File: src/rtl/uocis_pkg.sv
package uocis_pkg;
   localparam int          CLK_HZ          = 25_000_000;
   localparam int          IDLE_US         = 3000;
   localparam int          IDLE_CYC        = (IDLE_US * (CLK_HZ / 1_000_000));
   localparam int          B_PORT          = 24;
   localparam int          B_RSTDET        = 23;
   localparam int          B_FETCH         = 22;
   localparam int          B_INCOUT        = 21;
   localparam int          B_INCIN         = 20;
   localparam int          B_OEP           = 19;
   localparam int          B_IEP           = 18;
   localparam int          B_MIS           = 17;
   localparam int          B_RSTR          = 16;
   localparam int          B_PERIODIC_FRAME_END_FLAG          = 15;
   localparam int          B_DROP          = 14;
   localparam int          B_ENUM          = 13;
   localparam int          B_BRST          = 12;
   localparam int          B_SUSP          = 11;
   localparam int          B_EARLY         = 10;
   localparam int          B_TWI           = 9;
   localparam int          B_CAR           = 8;
   localparam int          B_ONAK          = 7;
   localparam int          B_INAK          = 6;
   localparam int          B_NPTX          = 5;
   localparam int          B_RXF           = 4;
   localparam logic [31:0] W1C_MASK        = 32'h00f3_ff00;
   localparam logic [31:0] STATUS_RESET    = 32'h0000_0020;
   localparam logic [1:0]  HIBERNATE_OPT   = 2'h2;
   typedef struct packed {
      logic port_change;
      logic reset_in_suspend;
      logic fetch_stalled;
      logic periodic_incomplete;
      logic iso_out_incomplete;
      logic iso_in_incomplete;
      logic mismatch_expired;
      logic restore_done;
      logic frame_interval;
      logic iso_out_drop;
      logic enum_done;
      logic bus_reset;
      logic bus_suspend;
      logic bus_idle;
      logic two_wire_done;
      logic carkit_event;
      logic out_nak_applied;
      logic in_nak_sampled;
   } uocis_evt_s;
   typedef struct packed {
      logic host_mode;
      logic dma_mode;
      logic sg_dma_mode;
      logic dedicated_tx_fifos_option;
      logic [1:0] power_saving_option;
      logic hibernating;
      logic partial_or_gated;
      logic in_l2_suspend;
      logic two_wire_enabled;
      logic carkit_enabled;
      logic nonperiodic_empty_level;
   } uocis_cfg_s;
   typedef struct packed {
      logic oep_pending;
      logic iep_pending;
      logic port_pending;
      logic np_half_empty;
      logic np_full_empty;
      logic np_queue_room;
      logic rx_packets;
      logic stall_active;
      logic clear_out_nak_ctrl;
      logic clear_in_nak_ctrl;
   } uocis_lvl_s;
endpackage

File: src/rtl/uocis_core.sv
`timescale 1ns/10ps
module uocis_core
   import uocis_pkg::*;
(
   // clock and reset
   input  wire logic        clk,
   input  wire logic        rst_b,
   // register access
   input  wire logic        reg_wr,
   input  wire logic [31:0] reg_wdata,
   input  wire logic [31:0] irq_mask,
   // sources
   input  wire uocis_evt_s  evt,
   input  wire uocis_cfg_s  cfg,
   input  wire uocis_lvl_s  lvl,
   // results
   output logic [31:0]      core_interrupt_status,
   output logic             restore_resume,
   output logic             in_nak_reply,
   output logic             irq
);
   logic        rs1_reg;
   logic        rst_sync_b;
   logic [31:0] sts_reg;
   logic [31:0] sts_next;
   logic [31:0] set_vec;
   logic [31:0] w1c_vec;
   logic        onak_reg;
   logic        onak_next;
   logic        inak_reg;
   logic        inak_next;
   logic [16:0] idle_cnt_reg;
   logic [16:0] idle_cnt_next;
   logic        idle_hit;
   logic        irq_reg;
   logic        resume_reg;
   logic        nakr_reg;

   // reset release
   always_ff @(posedge clk or negedge rst_b) begin
      if (!rst_b) begin
         rs1_reg    <= 1'b0;
         rst_sync_b <= 1'b0;
      end else begin
         rs1_reg    <= 1'b1;
         rst_sync_b <= rs1_reg;
      end
   end

   // idle timer
   always_comb begin
      idle_cnt_next = idle_cnt_reg;
      idle_hit      = 1'b0;
      if (!evt.bus_idle) begin
         idle_cnt_next = 17'h0_0000;
      end else if (idle_cnt_reg != 17'(IDLE_CYC)) begin
         idle_cnt_next = idle_cnt_reg + 17'h0_0001;
         idle_hit      = (idle_cnt_reg == 17'(IDLE_CYC - 1));
      end
   end

   // event set vector
   always_comb begin
      set_vec           = 32'h0000_0000;
      set_vec[B_RSTDET] = !cfg.host_mode && evt.reset_in_suspend && cfg.in_l2_suspend
                          && cfg.partial_or_gated && !cfg.hibernating;
      set_vec[B_FETCH]  = cfg.dma_mode && evt.fetch_stalled;
      set_vec[B_INCOUT] = cfg.host_mode ? evt.periodic_incomplete
                          : (evt.iso_out_incomplete && evt.frame_interval);
      set_vec[B_INCIN]  = !cfg.sg_dma_mode && evt.iso_in_incomplete && evt.frame_interval;
      set_vec[B_MIS]    = !cfg.dedicated_tx_fifos_option && evt.mismatch_expired;
      set_vec[B_RSTR]   = (cfg.power_saving_option == HIBERNATE_OPT) && evt.restore_done;
      set_vec[B_PERIODIC_FRAME_END_FLAG]   = !cfg.host_mode && evt.frame_interval;
      set_vec[B_DROP]   = evt.iso_out_drop;
      set_vec[B_ENUM]   = evt.enum_done;
      set_vec[B_BRST]   = evt.bus_reset;
      set_vec[B_SUSP]   = evt.bus_suspend;
      set_vec[B_EARLY]  = idle_hit;
      set_vec[B_TWI]    = cfg.two_wire_enabled && evt.two_wire_done;
      set_vec[B_CAR]    = cfg.carkit_enabled && evt.carkit_event;
   end

   // sticky and level bits
   always_comb begin
      w1c_vec   = reg_wr ? (reg_wdata & W1C_MASK) : 32'h0000_0000;
      onak_next = evt.out_nak_applied ? 1'b1 : (lvl.clear_out_nak_ctrl ? 1'b0 : onak_reg);
      inak_next = evt.in_nak_sampled ? 1'b1 : (lvl.clear_in_nak_ctrl ? 1'b0 : inak_reg);
      sts_next  = (sts_reg & ~w1c_vec & W1C_MASK) | (set_vec & W1C_MASK);
      if (!cfg.two_wire_enabled) begin
         sts_next[B_TWI] = 1'b0;
      end
      if (!cfg.carkit_enabled) begin
         sts_next[B_CAR] = 1'b0;
      end
      sts_next[B_PORT] = cfg.host_mode && lvl.port_pending;
      sts_next[B_OEP]  = lvl.oep_pending;
      sts_next[B_IEP]  = lvl.iep_pending;
      sts_next[B_ONAK] = onak_next;
      sts_next[B_INAK] = inak_next;
      sts_next[B_NPTX] = !cfg.dedicated_tx_fifos_option && lvl.np_queue_room
                         && (cfg.nonperiodic_empty_level ? lvl.np_full_empty : lvl.np_half_empty);
      sts_next[B_RXF]  = lvl.rx_packets;
   end

   always_ff @(posedge clk or negedge rst_sync_b) begin
      if (!rst_sync_b) begin
         sts_reg      <= STATUS_RESET;
         onak_reg     <= 1'b0;
         inak_reg     <= 1'b0;
         idle_cnt_reg <= 17'h0_0000;
         irq_reg      <= 1'b0;
         resume_reg   <= 1'b0;
         nakr_reg     <= 1'b0;
      end else begin
         sts_reg      <= sts_next;
         onak_reg     <= onak_next;
         inak_reg     <= inak_next;
         idle_cnt_reg <= idle_cnt_next;
         irq_reg      <= |(sts_next & irq_mask);
         resume_reg   <= set_vec[B_RSTR];
         nakr_reg     <= inak_next && !lvl.stall_active;
      end
   end

   assign core_interrupt_status = sts_reg;
   assign irq                   = irq_reg;
   assign restore_resume        = resume_reg;
   assign in_nak_reply          = nakr_reg;

   // checks
   property p_irq;
      @(posedge clk) disable iff (!rst_sync_b) |(sts_reg & irq_mask) |-> ##1 irq || $changed(irq_mask) || $changed(sts_reg);
   endproperty
   a_irq: assert property (p_irq) else $error("irq missing");
   property p_sticky;
      @(posedge clk) disable iff (!rst_sync_b) sts_reg[B_ENUM] && !(reg_wr && reg_wdata[B_ENUM]) |=> sts_reg[B_ENUM];
   endproperty
   a_sticky: assert property (p_sticky) else $error("sticky bit lost");
   property p_clear;
      @(posedge clk) disable iff (!rst_sync_b) reg_wr && reg_wdata[B_BRST] && !evt.bus_reset |=> !sts_reg[B_BRST];
   endproperty
   a_clear: assert property (p_clear) else $error("w1c failed");
   property p_enum;
      @(posedge clk) disable iff (!rst_sync_b) evt.enum_done |=> sts_reg[B_ENUM];
   endproperty
   a_enum: assert property (p_enum) else $error("enum not set");
   property p_twi;
      @(posedge clk) disable iff (!rst_sync_b) !cfg.two_wire_enabled |=> !sts_reg[B_TWI] || $changed(cfg.two_wire_enabled);
   endproperty
   a_twi: assert property (p_twi) else $error("two wire bit not zero");
   property p_fetch;
      @(posedge clk) disable iff (!rst_sync_b) !cfg.dma_mode && !sts_reg[B_FETCH] |=> !sts_reg[B_FETCH];
   endproperty
   a_fetch: assert property (p_fetch) else $error("fetch set outside dma");
   property p_rxf;
      @(posedge clk) disable iff (!rst_sync_b) lvl.rx_packets |=> sts_reg[B_RXF];
   endproperty
   a_rxf: assert property (p_rxf) else $error("rx level lost");
   property p_onak;
      @(posedge clk) disable iff (!rst_sync_b) evt.out_nak_applied |=> sts_reg[B_ONAK];
   endproperty
   a_onak: assert property (p_onak) else $error("out nak flag missing");
   property p_early;
      @(posedge clk) disable iff (!rst_sync_b) $rose(sts_reg[B_EARLY]) |-> idle_cnt_reg == 17'(IDLE_CYC);
   endproperty
   a_early: assert property (p_early) else $error("early idle timing");
   property p_stall;
      @(posedge clk) disable iff (!rst_sync_b) lvl.stall_active |=> !in_nak_reply;
   endproperty
   a_stall: assert property (p_stall) else $error("nak over stall");

   property p_rstdet;
      @(posedge clk) disable iff (!rst_sync_b) !cfg.host_mode && evt.reset_in_suspend && cfg.in_l2_suspend && cfg.partial_or_gated && !cfg.hibernating |=> sts_reg[B_RSTDET];
   endproperty
   a_rstdet: assert property (p_rstdet) else $error("suspend reset not set");

   property p_rstdet_hib;
      @(posedge clk) disable iff (!rst_sync_b) cfg.hibernating && !sts_reg[B_RSTDET] |=> !sts_reg[B_RSTDET];
   endproperty
   a_rstdet_hib: assert property (p_rstdet_hib) else $error("suspend reset in hibernation");

   property p_fetch_set;
      @(posedge clk) disable iff (!rst_sync_b) cfg.dma_mode && evt.fetch_stalled |=> sts_reg[B_FETCH];
   endproperty
   a_fetch_set: assert property (p_fetch_set) else $error("fetch stall not set");

   property p_hper;
      @(posedge clk) disable iff (!rst_sync_b) cfg.host_mode && evt.periodic_incomplete |=> sts_reg[B_INCOUT];
   endproperty
   a_hper: assert property (p_hper) else $error("host periodic not set");

   property p_isoout;
      @(posedge clk) disable iff (!rst_sync_b) !cfg.host_mode && evt.iso_out_incomplete && evt.frame_interval |=> sts_reg[B_INCOUT] && sts_reg[B_PERIODIC_FRAME_END_FLAG];
   endproperty
   a_isoout: assert property (p_isoout) else $error("iso out incomplete not set");

   property p_isoin;
      @(posedge clk) disable iff (!rst_sync_b) !cfg.sg_dma_mode && evt.iso_in_incomplete && evt.frame_interval && !cfg.host_mode |=> sts_reg[B_INCIN] && sts_reg[B_PERIODIC_FRAME_END_FLAG];
   endproperty
   a_isoin: assert property (p_isoin) else $error("iso in incomplete not set");

   property p_isoin_sg;
      @(posedge clk) disable iff (!rst_sync_b) cfg.sg_dma_mode && !sts_reg[B_INCIN] |=> !sts_reg[B_INCIN];
   endproperty
   a_isoin_sg: assert property (p_isoin_sg) else $error("iso in set in scatter mode");

   property p_oep;
      @(posedge clk) disable iff (!rst_sync_b) 1'b1 |=> sts_reg[B_OEP] == $past(lvl.oep_pending);
   endproperty
   a_oep: assert property (p_oep) else $error("out endpoint summary wrong");

   property p_iep;
      @(posedge clk) disable iff (!rst_sync_b) 1'b1 |=> sts_reg[B_IEP] == $past(lvl.iep_pending);
   endproperty
   a_iep: assert property (p_iep) else $error("in endpoint summary wrong");

   property p_mis;
      @(posedge clk) disable iff (!rst_sync_b) !cfg.dedicated_tx_fifos_option && evt.mismatch_expired |=> sts_reg[B_MIS];
   endproperty
   a_mis: assert property (p_mis) else $error("mismatch not set");

   property p_mis_ded;
      @(posedge clk) disable iff (!rst_sync_b) cfg.dedicated_tx_fifos_option && !sts_reg[B_MIS] |=> !sts_reg[B_MIS];
   endproperty
   a_mis_ded: assert property (p_mis_ded) else $error("mismatch set with dedicated fifos");

   property p_rstr;
      @(posedge clk) disable iff (!rst_sync_b) cfg.power_saving_option == HIBERNATE_OPT && evt.restore_done |=> sts_reg[B_RSTR] && restore_resume;
   endproperty
   a_rstr: assert property (p_rstr) else $error("restore done not set");

   property p_periodic_frame_end_flag;
      @(posedge clk) disable iff (!rst_sync_b) !cfg.host_mode && evt.frame_interval |=> sts_reg[B_PERIODIC_FRAME_END_FLAG];
   endproperty
   a_periodic_frame_end_flag: assert property (p_periodic_frame_end_flag) else $error("frame end not set");

   property p_drop;
      @(posedge clk) disable iff (!rst_sync_b) evt.iso_out_drop |=> sts_reg[B_DROP];
   endproperty
   a_drop: assert property (p_drop) else $error("iso drop not set");

   property p_brst;
      @(posedge clk) disable iff (!rst_sync_b) evt.bus_reset |=> sts_reg[B_BRST];
   endproperty
   a_brst: assert property (p_brst) else $error("bus reset not set");

   property p_susp;
      @(posedge clk) disable iff (!rst_sync_b) evt.bus_suspend |=> sts_reg[B_SUSP];
   endproperty
   a_susp: assert property (p_susp) else $error("suspend not set");

   property p_car;
      @(posedge clk) disable iff (!rst_sync_b) !cfg.carkit_enabled |=> !sts_reg[B_CAR] || $changed(cfg.carkit_enabled);
   endproperty
   a_car: assert property (p_car) else $error("carkit bit not zero");

   property p_inak;
      @(posedge clk) disable iff (!rst_sync_b) evt.in_nak_sampled |=> sts_reg[B_INAK];
   endproperty
   a_inak: assert property (p_inak) else $error("in nak flag missing");

   property p_onak_clr;
      @(posedge clk) disable iff (!rst_sync_b) lvl.clear_out_nak_ctrl && !evt.out_nak_applied |=> !sts_reg[B_ONAK];
   endproperty
   a_onak_clr: assert property (p_onak_clr) else $error("out nak flag not cleared");

   property p_nptx;
      @(posedge clk) disable iff (!rst_sync_b) 1'b1 |=> sts_reg[B_NPTX] == ($past(lvl.np_queue_room)
         && !$past(cfg.dedicated_tx_fifos_option)
         && ($past(cfg.nonperiodic_empty_level) ? $past(lvl.np_full_empty) : $past(lvl.np_half_empty)));
   endproperty
   a_nptx: assert property (p_nptx) else $error("tx room flag wrong");

   property p_port;
      @(posedge clk) disable iff (!rst_sync_b) 1'b1 |=> sts_reg[B_PORT] == ($past(cfg.host_mode) && $past(lvl.port_pending));
   endproperty
   a_port: assert property (p_port) else $error("port summary wrong");

   property p_rxf_clr;
      @(posedge clk) disable iff (!rst_sync_b) !lvl.rx_packets |=> !sts_reg[B_RXF];
   endproperty
   a_rxf_clr: assert property (p_rxf_clr) else $error("rx level stuck");

   property p_w1c_zero;
      @(posedge clk) disable iff (!rst_sync_b) reg_wr && !reg_wdata[B_DROP] && sts_reg[B_DROP] |=> sts_reg[B_DROP];
   endproperty
   a_w1c_zero: assert property (p_w1c_zero) else $error("zero write cleared bit");

   property p_race;
      @(posedge clk) disable iff (!rst_sync_b) reg_wr && reg_wdata[B_BRST] && evt.bus_reset |=> sts_reg[B_BRST];
   endproperty
   a_race: assert property (p_race) else $error("clear beat set");

   property p_irq_off;
      @(posedge clk) disable iff (!rst_sync_b) ~|(sts_next & irq_mask) |=> !irq;
   endproperty
   a_irq_off: assert property (p_irq_off) else $error("irq without source");

   c_enum: cover property (@(posedge clk) disable iff (!rst_sync_b) evt.enum_done ##1 irq);
   c_early: cover property (@(posedge clk) disable iff (!rst_sync_b) $rose(sts_reg[B_EARLY]));
   c_race: cover property (@(posedge clk) disable iff (!rst_sync_b) reg_wr && reg_wdata[B_BRST] && evt.bus_reset);
endmodule

File: config.mk
export PLATFORM = sky130hd
export DESIGN_NAME = uocis_core
export DESIGN_NICKNAME = d
export VERILOG_FILES = /design/src/rtl/uocis_pkg.sv /design/src/rtl/uocis_core.sv
export SDC_FILE = /design/constraint.sdc
export NUM_CORES = 1
export LEC_CHECK = 0
export ABC_AREA = 1
export BUFFER_PORTS_ARGS = -buffer_cell sky130_fd_sc_hd__buf_2
export CAP_MARGIN = 25
export CORE_MARGIN = 3
export CORE_UTILIZATION = 40
export CTS_CLUSTER_SIZE = 40
export DETAILED_ROUTE_END_ITERATION = 10
export PLACE_DENSITY = 0.73
export RECOVER_POWER = 50
export SYNTH_ARGS = -nofsm -noshare
export SYNTH_HDL_FRONTEND = slang
export SYNTH_SLANG_ARGS = --single-unit
File: constraint.sdc
create_clock -name clk -period 1.65 [get_ports clk]
set_input_delay 0.4125 -clock clk [delete_from_list [all_inputs] [get_ports clk]]
set_output_delay 0.4125 -clock clk [all_outputs]
set_load 0.005 [all_outputs]
==> results of run 1 <==
[timing repair]
action	CTS	global route
endpoints found under the hold margin	2	0
buffers inserted	0	0
gates resized for setup	0	0
hold buffers	1	0
[stage by stage]
step	worst slack (ps)	power [mW]	hold slack [ps]	area, um^2
3_5_place_dp	128	1.47	202	2710
4_1_cts	201	2.20	224	2820
3_3_place_gp	158	1.46	201	2710
6_report	196	2.17	236	2810
5_1_grt	28.3	2.29	236	2810
2_1_floorplan	367	1.32	117	2220
[how the worst max path moves through the flow]
stage / from / endpoint / cells past startpoint
after floorplan: rst_sync_b$_DFF_PN0_ / core_interrupt_status[10]$_DFF_PN0_ / 0
after global placement: reg_wr / irq$_DFF_PN0_ / 6
after detailed placement: reg_wr / irq$_DFF_PN0_ / 10
after CTS: idle_cnt_reg[1]$_DFFE_PN0P_ / idle_cnt_reg[14]$_DFFE_PN0P_ / 6
after global routing: idle_cnt_reg[1]$_DFFE_PN0P_ / idle_cnt_reg[14]$_DFFE_PN0P_ / 6
final: idle_cnt_reg[1]$_DFFE_PN0P_ / idle_cnt_reg[14]$_DFFE_PN0P_ / 6
[cell type report]
class / instances / area share
Clock buffer: 7 / 0.0343
Clock inverter: 1 / 0.00268
Inverter: 35 / 0.0468
Multi-Input combinational cell: 192 / 0.318
Sequential cell: 43 / 0.384
Tap cell: 70 / 0.0312
Timing Repair Buffer: 103 / 0.183
[cells by family (layout without fill, tap and decap cells)]
family / Yosys count / in the layout / synth area share
AOI/OAI and AO/OA: 21 / 21 / 0.0528
xor gates and xnor gates: 7 / 7 / 0.0281
adders and majority gates: 2 / 2 / 0.0115
buffers and inverters: 50 / 146 / 0.112
DFF: 43 / 43 / 0.494
other: 2 / 12 / 0.00344
and+or+nand+nor: 150 / 150 / 0.298
[cell usage in the layout (no fill, tap or decap)]
cell	count
xnor2_1	1
and3_1	2
nor3_1	4
clkbuf_1	6
dlygate4sd3_1	1
conb_1	12
nor3_2	1
nor2_1	25
a21boi_0	3
inv_1	32
or2_2	1
xor2_1	6
buf_2	94
o21ai_1	2
nand2_2	8
dfrtp_1	42
o31ai_1	1
dfstp_2	1
a21oi_1	8
nand3_1	17
nand3b_1	2
o21ai_0	7
clkbuf_2	2
ha_1	2
nand2_1	84
clkinvlp_4	1
clkinv_1	3
nand4_1	4
nor2_2	2
clkbuf_8	7
[power by group through the flow]
stage | logic (mW) | registers [mW] | clock network (mW)
final | 0.299 | 1.14 | 0.739
after global routing | 0.346 | 1.15 | 0.802
after CTS | 0.309 | 1.14 | 0.754
after detailed placement | 0.307 | 1.16 | 0
after global placement | 0.300 | 1.16 | 0
after floorplan | 0.150 | 1.17 | 0
[metal layers]
| metal | up-vias | track usage |
|---|---|---|
| met4 | 0 | 0.0659 |
| met3 | 8 | 0.0598 |
| met2 | 84 | 0.282 |
| met1 | 907 | 0.195 |
| met5 | - | 0 |
| li1 | 1035 | - |
==> impl_metrics.py, run 1 <==
metrics = {
    "clock_tree": {
        "clk_pin_slew_ps": 80,
        "cts_tree": "yes",
        "h-tree-depth": 2,
        "clkLatencyLatePin_ps": 300,
        "cts_made_buffers": 5,
        "cts_root_buf": "clkbuf_8",
        "cts_buffer_depth": 2,
        "cts.sinks": 43,
    },
    "worst_setup_path": {
        "reg2reg_from": "idle_cnt_reg[1]$_DFFE_PN0P_",
        "crit_top_cell": "nor2_1",
        "criticalPathCategory": "flop to flop",
        "cp-start-kind": "flop",
        "crit_path_cell_trace": "ha_1 > nand3_1 > nor2_1 > nand4_1 > xor2_1 > nor2_1",
        "crit_path_max_incr_delay_ps": 370,
        "reg2reg_slack_ps": 200,
        "path_max_fanout": 5,
        "cp_top_family": "simple AND/OR/NAND/NOR gates",
        "cp.required_ps": 1830,
        "endpoint_kind": "flop",
        "worstPathArrival_ps": 1640,
        "crit_slowest_cell": "dfrtp_1",
        "worst-path-buf-inv": 0,
        "r2r_end": "idle_cnt_reg[14]$_DFFE_PN0P_",
        "reg2reg_depth": 6,
    },
    "floorplanning": {
        "start_util": 0.419,
        "core.rowCount": 26,
        "dieArea_um2": 6370,
        "pin_count": 142,
        "die_x_um": 79.8,
        "coreArea_um2": 5200,
        "die_h_um": 79.8,
    },
    "finish": {
        "utilization": 0.539,
        "nets": 489,
        "fillerInstances": 514,
        "multi_input_area_um2": 892,
        "drive_above_1_share": 0.307,
        "ff_latch_area_um2": 1080,
        "antenna_cells": 0,
        "largest_reg_flops": 21,
        "area_delta_synth_final_pct": 28.6,
        "fin_cells": 451,
    },
    "power_and_ir_drop": {
        "power.density_nw_per_um2": 775,
        "pwr-share-seq": 0.523,
        "ir_drop_mv": 0.468,
        "clockPowerShare": 0.340,
        "switchingPower_mw": 0.548,
        "pwr-share-comb": 0.137,
        "leakage_nw": 1.56,
        "intPower_mw": 1.63,
        "swShare": 0.252,
    },
    "synth": {
        "synthMostInstantiatedCell": "nand2_1",
        "ys.flop_type": "dfrtp_1",
        "yosys.area.top_type": "dfrtp_1",
        "ys_types": 27,
        "synth_cells": 275,
        "synth-edff-count": 0,
        "synth_area_leaders": "dfrtp_1, nand2_1, inv_1, buf_4, nor2_1",
        "synth_top_area_frac": 0.482,
        "async_flop_share": 1.00,
        "yosys_warnings": 0,
        "ys_seq_area_frac": 0.494,
        "syn_area_um2": 2180,
        "synth-seq-cells": 43,
        "avgSynthCellArea_um2": 7.93,
        "yosys-top-cells-count": "nand2_1, dfrtp_1, inv_1",
    },
    "status": {
        "status": "completed",
    },
    "global_routing": {
        "grt_pass1_vias": 1994,
        "grt.total_usage": 0.168,
        "grt_pass1_wl_um": 8310,
        "grt_max_degree": 20,
        "grt_overflow": 0,
        "antenna_found_initial": 0,
    },
    "sta": {
        "setup_viol": 0,
        "max-slew-margin-rel": 0.487,
        "worst_pin_slew_ps": 770,
        "rsz0062_at_grt": "no",
        "setup_tns_ps": 0,
        "finalCriticalPeriod_ps": 1450,
        "finalMaxSlewViolations": 0,
        "max_freq_mhz": 688,
        "min_period_over_period": 0.881,
        "finClkSkew_ps": 3.60,
        "hold_violations": 0,
    },
    "routing": {
        "ant_nets": 0,
        "post_drt_wl_per_cell_um": 11.0,
        "drtIter0Drc": 106,
        "wl_um": 4970,
        "drc": 0,
        "drt_first_pass_iters": 4,
        "wl_met1_um": 1990,
        "top_layer_used": "met4",
        "vias": 2034,
        "met2_wirelength_um": 2410,
        "wl_met3_um": 485,
        "viasPerCell": 4.51,
    },
    "min_path": {
        "hold_end": "core_interrupt_status[19]$_DFF_PN0_",
        "hold_path_depth": 1,
        "hp-class": "input pin to flop",
        "hold_start": "lvl[9]",
    },
    "job": {
        "maxCapViolations": 0,
    },
    "placement": {
        "portBuffers": 100,
        "dp.cells": 442,
        "place.gp.congestion": 0.818,
        "place_hpwl_um": 4110,
    },
}
(Power assumes the default switching activity.)
==> run 2, diff against run 1 <==
REMOVE_ABC_BUFFERS = 1   (was unset)
==> run 2 against run 1 <==
Against the previous run: combinational power shrank 2%; clock power up 13%; sequential share of layout area decreased by 0.20 points; power up 4.2%; clock-buffer cell count decreased by 1; hold slack lost 1.8 ps; largest cell class unchanged.
==> impl_metrics.py, run 2 (same netlist as run 1, synthesis figures left out) <==
metrics = {
    "status": {
        "status": "completed",
    },
    "worst_setup_path": {
        "worstPathArrival_ps": 1670,
        "r2r_end": "idle_cnt_reg[14]$_DFFE_PN0P_",
        "cp-start-kind": "flop",
        "cp.required_ps": 1830,
        "reg2reg_depth": 6,
        "criticalPathCategory": "flop to flop",
        "endpoint_kind": "flop",
        "reg2reg_from": "idle_cnt_reg[1]$_DFFE_PN0P_",
        "path_max_fanout": 5,
        "reg2reg_slack_ps": 150,
    },
    "min_path": {
        "hold_end": "core_interrupt_status[18]$_DFF_PN0_",
        "hold_start": "lvl[8]",
        "hp-class": "input pin to flop",
        "hold_path_depth": 1,
    },
    "global_routing": {
        "grt_overflow": 0,
        "grt.total_usage": 0.162,
        "grt_pass1_vias": 1891,
        "grt_pass1_wl_um": 8160,
        "grt_max_degree": 24,
        "antenna_found_initial": 0,
    },
    "placement": {
        "dp_slack_ps": 91.2,
        "portBuffers": 100,
        "place_hpwl_um": 4080,
        "place.gp.congestion": 0.781,
    },
    "power_and_ir_drop": {
        "pwr-share-seq": 0.503,
        "clockPowerShare": 0.368,
        "ir_drop_mv": 0.549,
        "intPower_mw": 1.74,
        "pwr-share-comb": 0.129,
        "switchingPower_mw": 0.529,
        "finalPower_mw": 2.27,
        "power.density_nw_per_um2": 803,
        "swShare": 0.234,
        "leakage_nw": 1.57,
    },
    "clock_tree": {
        "clkLatencyLatePin_ps": 290,
        "postCtsSetupBuffers": 0,
        "cts_buffer_depth": 2,
        "cts_tree": "yes",
        "cts_root_buf": "clkbuf_8",
        "cts_made_buffers": 5,
        "cts.sinks": 43,
        "clk_pin_slew_ps": 80,
        "h-tree-depth": 2,
    },
    "finish": {
        "ff_latch_area_um2": 1080,
        "layout_commonest_cell": "buf_2",
        "multi_input_area_um2": 892,
        "utilization": 0.542,
        "final_cell_mix": "buf_2, nand2_1, dfrtp_1, inv_1, nor2_1",
        "antenna_cells": 0,
        "drive_above_1_share": 0.310,
        "area_delta_synth_final_pct": 29.3,
        "fillerInstances": 513,
        "largest_reg_flops": 21,
        "nets": 489,
    },
    "floorplanning": {
        "die_x_um": 79.8,
        "pin_count": 142,
        "coreArea_um2": 5200,
        "die_h_um": 79.8,
        "dieArea_um2": 6370,
        "core.rowCount": 26,
        "start_util": 0.419,
    },
    "routing": {
        "post_drt_wl_per_cell_um": 10.8,
        "drc": 0,
        "ant_nets": 0,
        "drtIter0Drc": 60,
        "vias": 1994,
        "wl_um": 4890,
        "viasPerCell": 4.42,
        "drt_first_pass_iters": 4,
    },
    "sta": {
        "max-slew-margin-rel": 0.413,
        "worst_slack_ps": 152,
        "finalCriticalPeriod_ps": 1500,
        "rsz0062_at_grt": "no",
        "hold_violations": 0,
        "finClkSkew_ps": 7.77,
        "finalMaxSlewViolations": 0,
        "worst_pin_slew_ps": 880,
        "min_period_over_period": 0.908,
        "max_freq_mhz": 667,
        "setup_tns_ps": 0,
        "setup_viol": 0,
    },
    "job": {
        "maxCapViolations": 0,
    },
}
run 2: metrics by stage:
stage / cells / cell area, um^2 / hold WS [ps]
final: 451 / 2820 / 234
after CTS: 451 / 2840 / 226
after global placement: 442 / 2710 / 200
after floorplan: 270 / 2110 / 117
after global routing: 451 / 2820 / 224
after detailed placement: 442 / 2710 / 201
run 2: power by group through the flow:
stage          Combinational, mW  Clock (mW)  Sequential [mW]
2_1_floorplan              0.118           0             1.17
3_3_place_gp               0.295           0             1.16
3_5_place_dp               0.302           0             1.16
4_1_cts                    0.302       0.856             1.14
5_1_grt                    0.338       0.897             1.15
6_report                   0.293       0.833             1.14
run 2: final cells by class:
cell class / instances / share of cell area
well taps: 70 / 0.0311
repair buffers: 103 / 0.182
clock inverters: 2 / 0.0124
multi-input cells: 192 / 0.316
flip-flops and latches: 43 / 0.382
clock buffers: 6 / 0.0293
inverters: 35 / 0.0466
run 2: repair_timing:
item                                   in CTS  in global routing
gates resized for setup                     0                  0
hold buffers                                1                  0
endpoints found under the hold margin       2                  0
run 2: how the worst max path moves through the flow:
stage | endpoint | startpoint | slack [ps] | depth (start not counted)
global placement | irq$_DFF_PN0_ | reg_wr | 120 | 10
CTS | idle_cnt_reg[14]$_DFFE_PN0P_ | idle_cnt_reg[1]$_DFFE_PN0P_ | 160 | 6
global route | idle_cnt_reg[14]$_DFFE_PN0P_ | idle_cnt_reg[1]$_DFFE_PN0P_ | 40 | 6
floorplan | core_interrupt_status[10]$_DFF_PN0_ | rst_sync_b$_DFF_PN0_ | 370 | 0
finish | idle_cnt_reg[14]$_DFFE_PN0P_ | idle_cnt_reg[1]$_DFFE_PN0P_ | 150 | 6
detailed placement | irq$_DFF_PN0_ | reg_wr | 90 | 10
run 2: per-layer routing:
metal  global-route usage  part of all wire  vias up
met3               0.0451             0.076        6
met1                0.208              0.42      878
met4               0.0456             0.012        0
li1                     -                 -     1038
met2                0.268              0.49       72
met5                    0                 0        -
run 2: worst max-delay path: stages, from the launching register on:
cell and delay, ps:
dfrtp_1 380, ha_1 260, nand3_1 170, nor2_1 240
nand4_1 130, xor2_1 150, nor2_1 50
==> run 3, diff against run 2 <==
CORE_UTILIZATION = 42   (was 40)
PLACE_DENSITY = 0.76   (was 0.73)
==> run 3 against run 2 <==
Against the previous run: sequential share of layout area rose by 0.28 points; core utilization rose by 3.3 points; critical path type unchanged; global-route usage rose by 0.95 points.
==> impl_metrics.py, run 3 (same netlist as run 1, synthesis figures left out) <==
metrics = {
    "status": {
        "status": "completed",
    },
    "routing": {
        "drc": 0,
        "drt_first_pass_iters": 4,
        "post_drt_wl_per_cell_um": 11.4,
        "ant_nets": 0,
        "viasPerCell": 4.49,
        "drtIter0Drc": 116,
        "wl_um": 5080,
        "vias": 2008,
    },
    "floorplanning": {
        "coreArea_um2": 4880,
        "core.rowCount": 25,
        "start_util": 0.447,
        "pin_count": 142,
        "die_x_um": 78.1,
        "dieArea_um2": 6090,
        "die_h_um": 78.1,
    },
    "clock_tree": {
        "clkLatencyLatePin_ps": 290,
        "cts_tree": "yes",
        "cts_buffer_depth": 2,
        "cts.sinks": 43,
        "cts_root_buf": "clkbuf_8",
        "h-tree-depth": 2,
        "clk_pin_slew_ps": 80,
        "cts_made_buffers": 5,
    },
    "sta": {
        "finClkSkew_ps": 10.8,
        "hold_violations": 0,
        "worst_pin_slew_ps": 968,
        "rsz0062_at_grt": "no",
        "max_freq_mhz": 679,
        "setup_viol": 0,
        "finalCriticalPeriod_ps": 1470,
        "setup_tns_ps": 0,
        "max-slew-margin-rel": 0.355,
        "min_period_over_period": 0.892,
        "worst_slack_ps": 178,
        "finalMaxSlewViolations": 0,
    },
    "worst_setup_path": {
        "endpoint_kind": "flop",
        "cp-start-kind": "flop",
        "crit_top_cell": "nor2_1",
        "cp.depth": 7,
        "crit_path_cell_trace": "ha_1 > nand3_1 > inv_1 > nand2_1 > nor2_1 > xnor2_1 > nor2_1",
        "crit_slowest_cell": "dfrtp_1",
        "crit_path_max_incr_delay_ps": 380,
        "r2r_end": "idle_cnt_reg[16]$_DFFE_PN0P_",
        "reg2reg_from": "idle_cnt_reg[1]$_DFFE_PN0P_",
        "path_max_fanout": 5,
        "criticalPathCategory": "flop to flop",
        "cp.required_ps": 1830,
        "worst-path-buf-inv": 1,
        "worstPathArrival_ps": 1650,
        "cp_top_family": "simple AND/OR/NAND/NOR gates",
        "reg2reg_depth": 7,
        "reg2reg_slack_ps": 180,
    },
    "placement": {
        "place_hpwl_um": 4200,
        "dp.cells": 438,
        "portBuffers": 100,
        "dp_slack_ps": 104,
        "place.gp.congestion": 0.838,
    },
    "global_routing": {
        "grt.total_usage": 0.172,
        "grt_pass1_vias": 1956,
        "antenna_found_initial": 0,
        "grt_max_degree": 42,
        "grt_pass1_wl_um": 8420,
        "grt_overflow": 0,
    },
    "finish": {
        "area_delta_synth_final_pct": 28.5,
        "final_cell_mix": "buf_2, nand2_1, dfrtp_1, inv_1, nor2_1",
        "drive_above_1_share": 0.316,
        "largest_reg_flops": 21,
        "fin_cells": 447,
        "multi_input_area_um2": 895,
        "antenna_cells": 0,
        "layout_commonest_cell": "buf_2",
        "fillerInstances": 476,
        "nets": 488,
        "ff_latch_area_um2": 1080,
    },
    "power_and_ir_drop": {
        "ir_drop_mv": 0.643,
        "finalPower_mw": 2.17,
        "leakage_nw": 1.56,
        "power.density_nw_per_um2": 773,
    },
    "min_path": {
        "hold_path_depth": 1,
        "hold_end": "core_interrupt_status[19]$_DFF_PN0_",
        "hold_start": "lvl[9]",
        "hp-class": "input pin to flop",
    },
    "job": {
        "maxCapViolations": 0,
    },
}
run 3: cell type report:
cell class                      instances  area share
Inverter                               35      0.0469
Multi-Input combinational cell        192       0.319
Clock inverter                          1     0.00268
Clock buffer                            7      0.0344
Tap cell                               67      0.0299
Timing Repair Buffer                  102       0.182
Sequential cell                        43       0.385
run 3: layer usage:
metal / track usage / vias to the layer above / routed length, um
li1: - / 1032 / -
met1: 0.200 / 897 / 2000
met2: 0.310 / 74 / 2640
met3: 0.0539 / 5 / 413
met4: 0.0332 / 0 / 37
met5: 0 / - / 0
run 3: timing repair:
item	in CTS	in global routing
gates resized for setup	0	1
endpoints found under the hold margin	2	0
setup endpoints to repair	0	1
hold buffers	1	0
setup buffers	0	0
run 3: worst reg2reg max path, stage by stage, from the launching register on:
cell and delay, ps:
dfrtp_1 380, ha_1 250, nand3_1 170, inv_1 110, nand2_1 80, nor2_1 160, xnor2_1 140, nor2_1 60
run 3: through the flow:
step	util	cell area, um^2	hold slack [ps]
final	0.574	2800	232
after global routing	0.574	2800	216
after CTS	0.576	2810	223
after detailed placement	0.553	2700	203
after global placement	0.553	2700	199
after floorplan	-	2110	117
run 3: worst max-delay path by stage:
| stage | startpoint | endpoint | slack, ps |
|---|---|---|---|
| floorplan | rst_sync_b$_DFF_PN0_ | core_interrupt_status[10]$_DFF_PN0_ | 370 |
| global placement | reg_wr | irq$_DFF_PN0_ | 140 |
| detailed placement | reg_wr | irq$_DFF_PN0_ | 100 |
| CTS | idle_cnt_reg[1]$_DFFE_PN0P_ | idle_cnt_reg[14]$_DFFE_PN0P_ | 170 |
| global route | idle_cnt_reg[1]$_DFFE_PN0P_ | idle_cnt_reg[16]$_DFFE_PN0P_ | 30 |
| finish | idle_cnt_reg[1]$_DFFE_PN0P_ | idle_cnt_reg[16]$_DFFE_PN0P_ | 180 |
run 3: power breakdown:
group          internal [mW]  switching [mW]
combinational          0.143           0.160
clock                  0.381           0.351
sequential              1.10          0.0281
total                   1.63           0.539
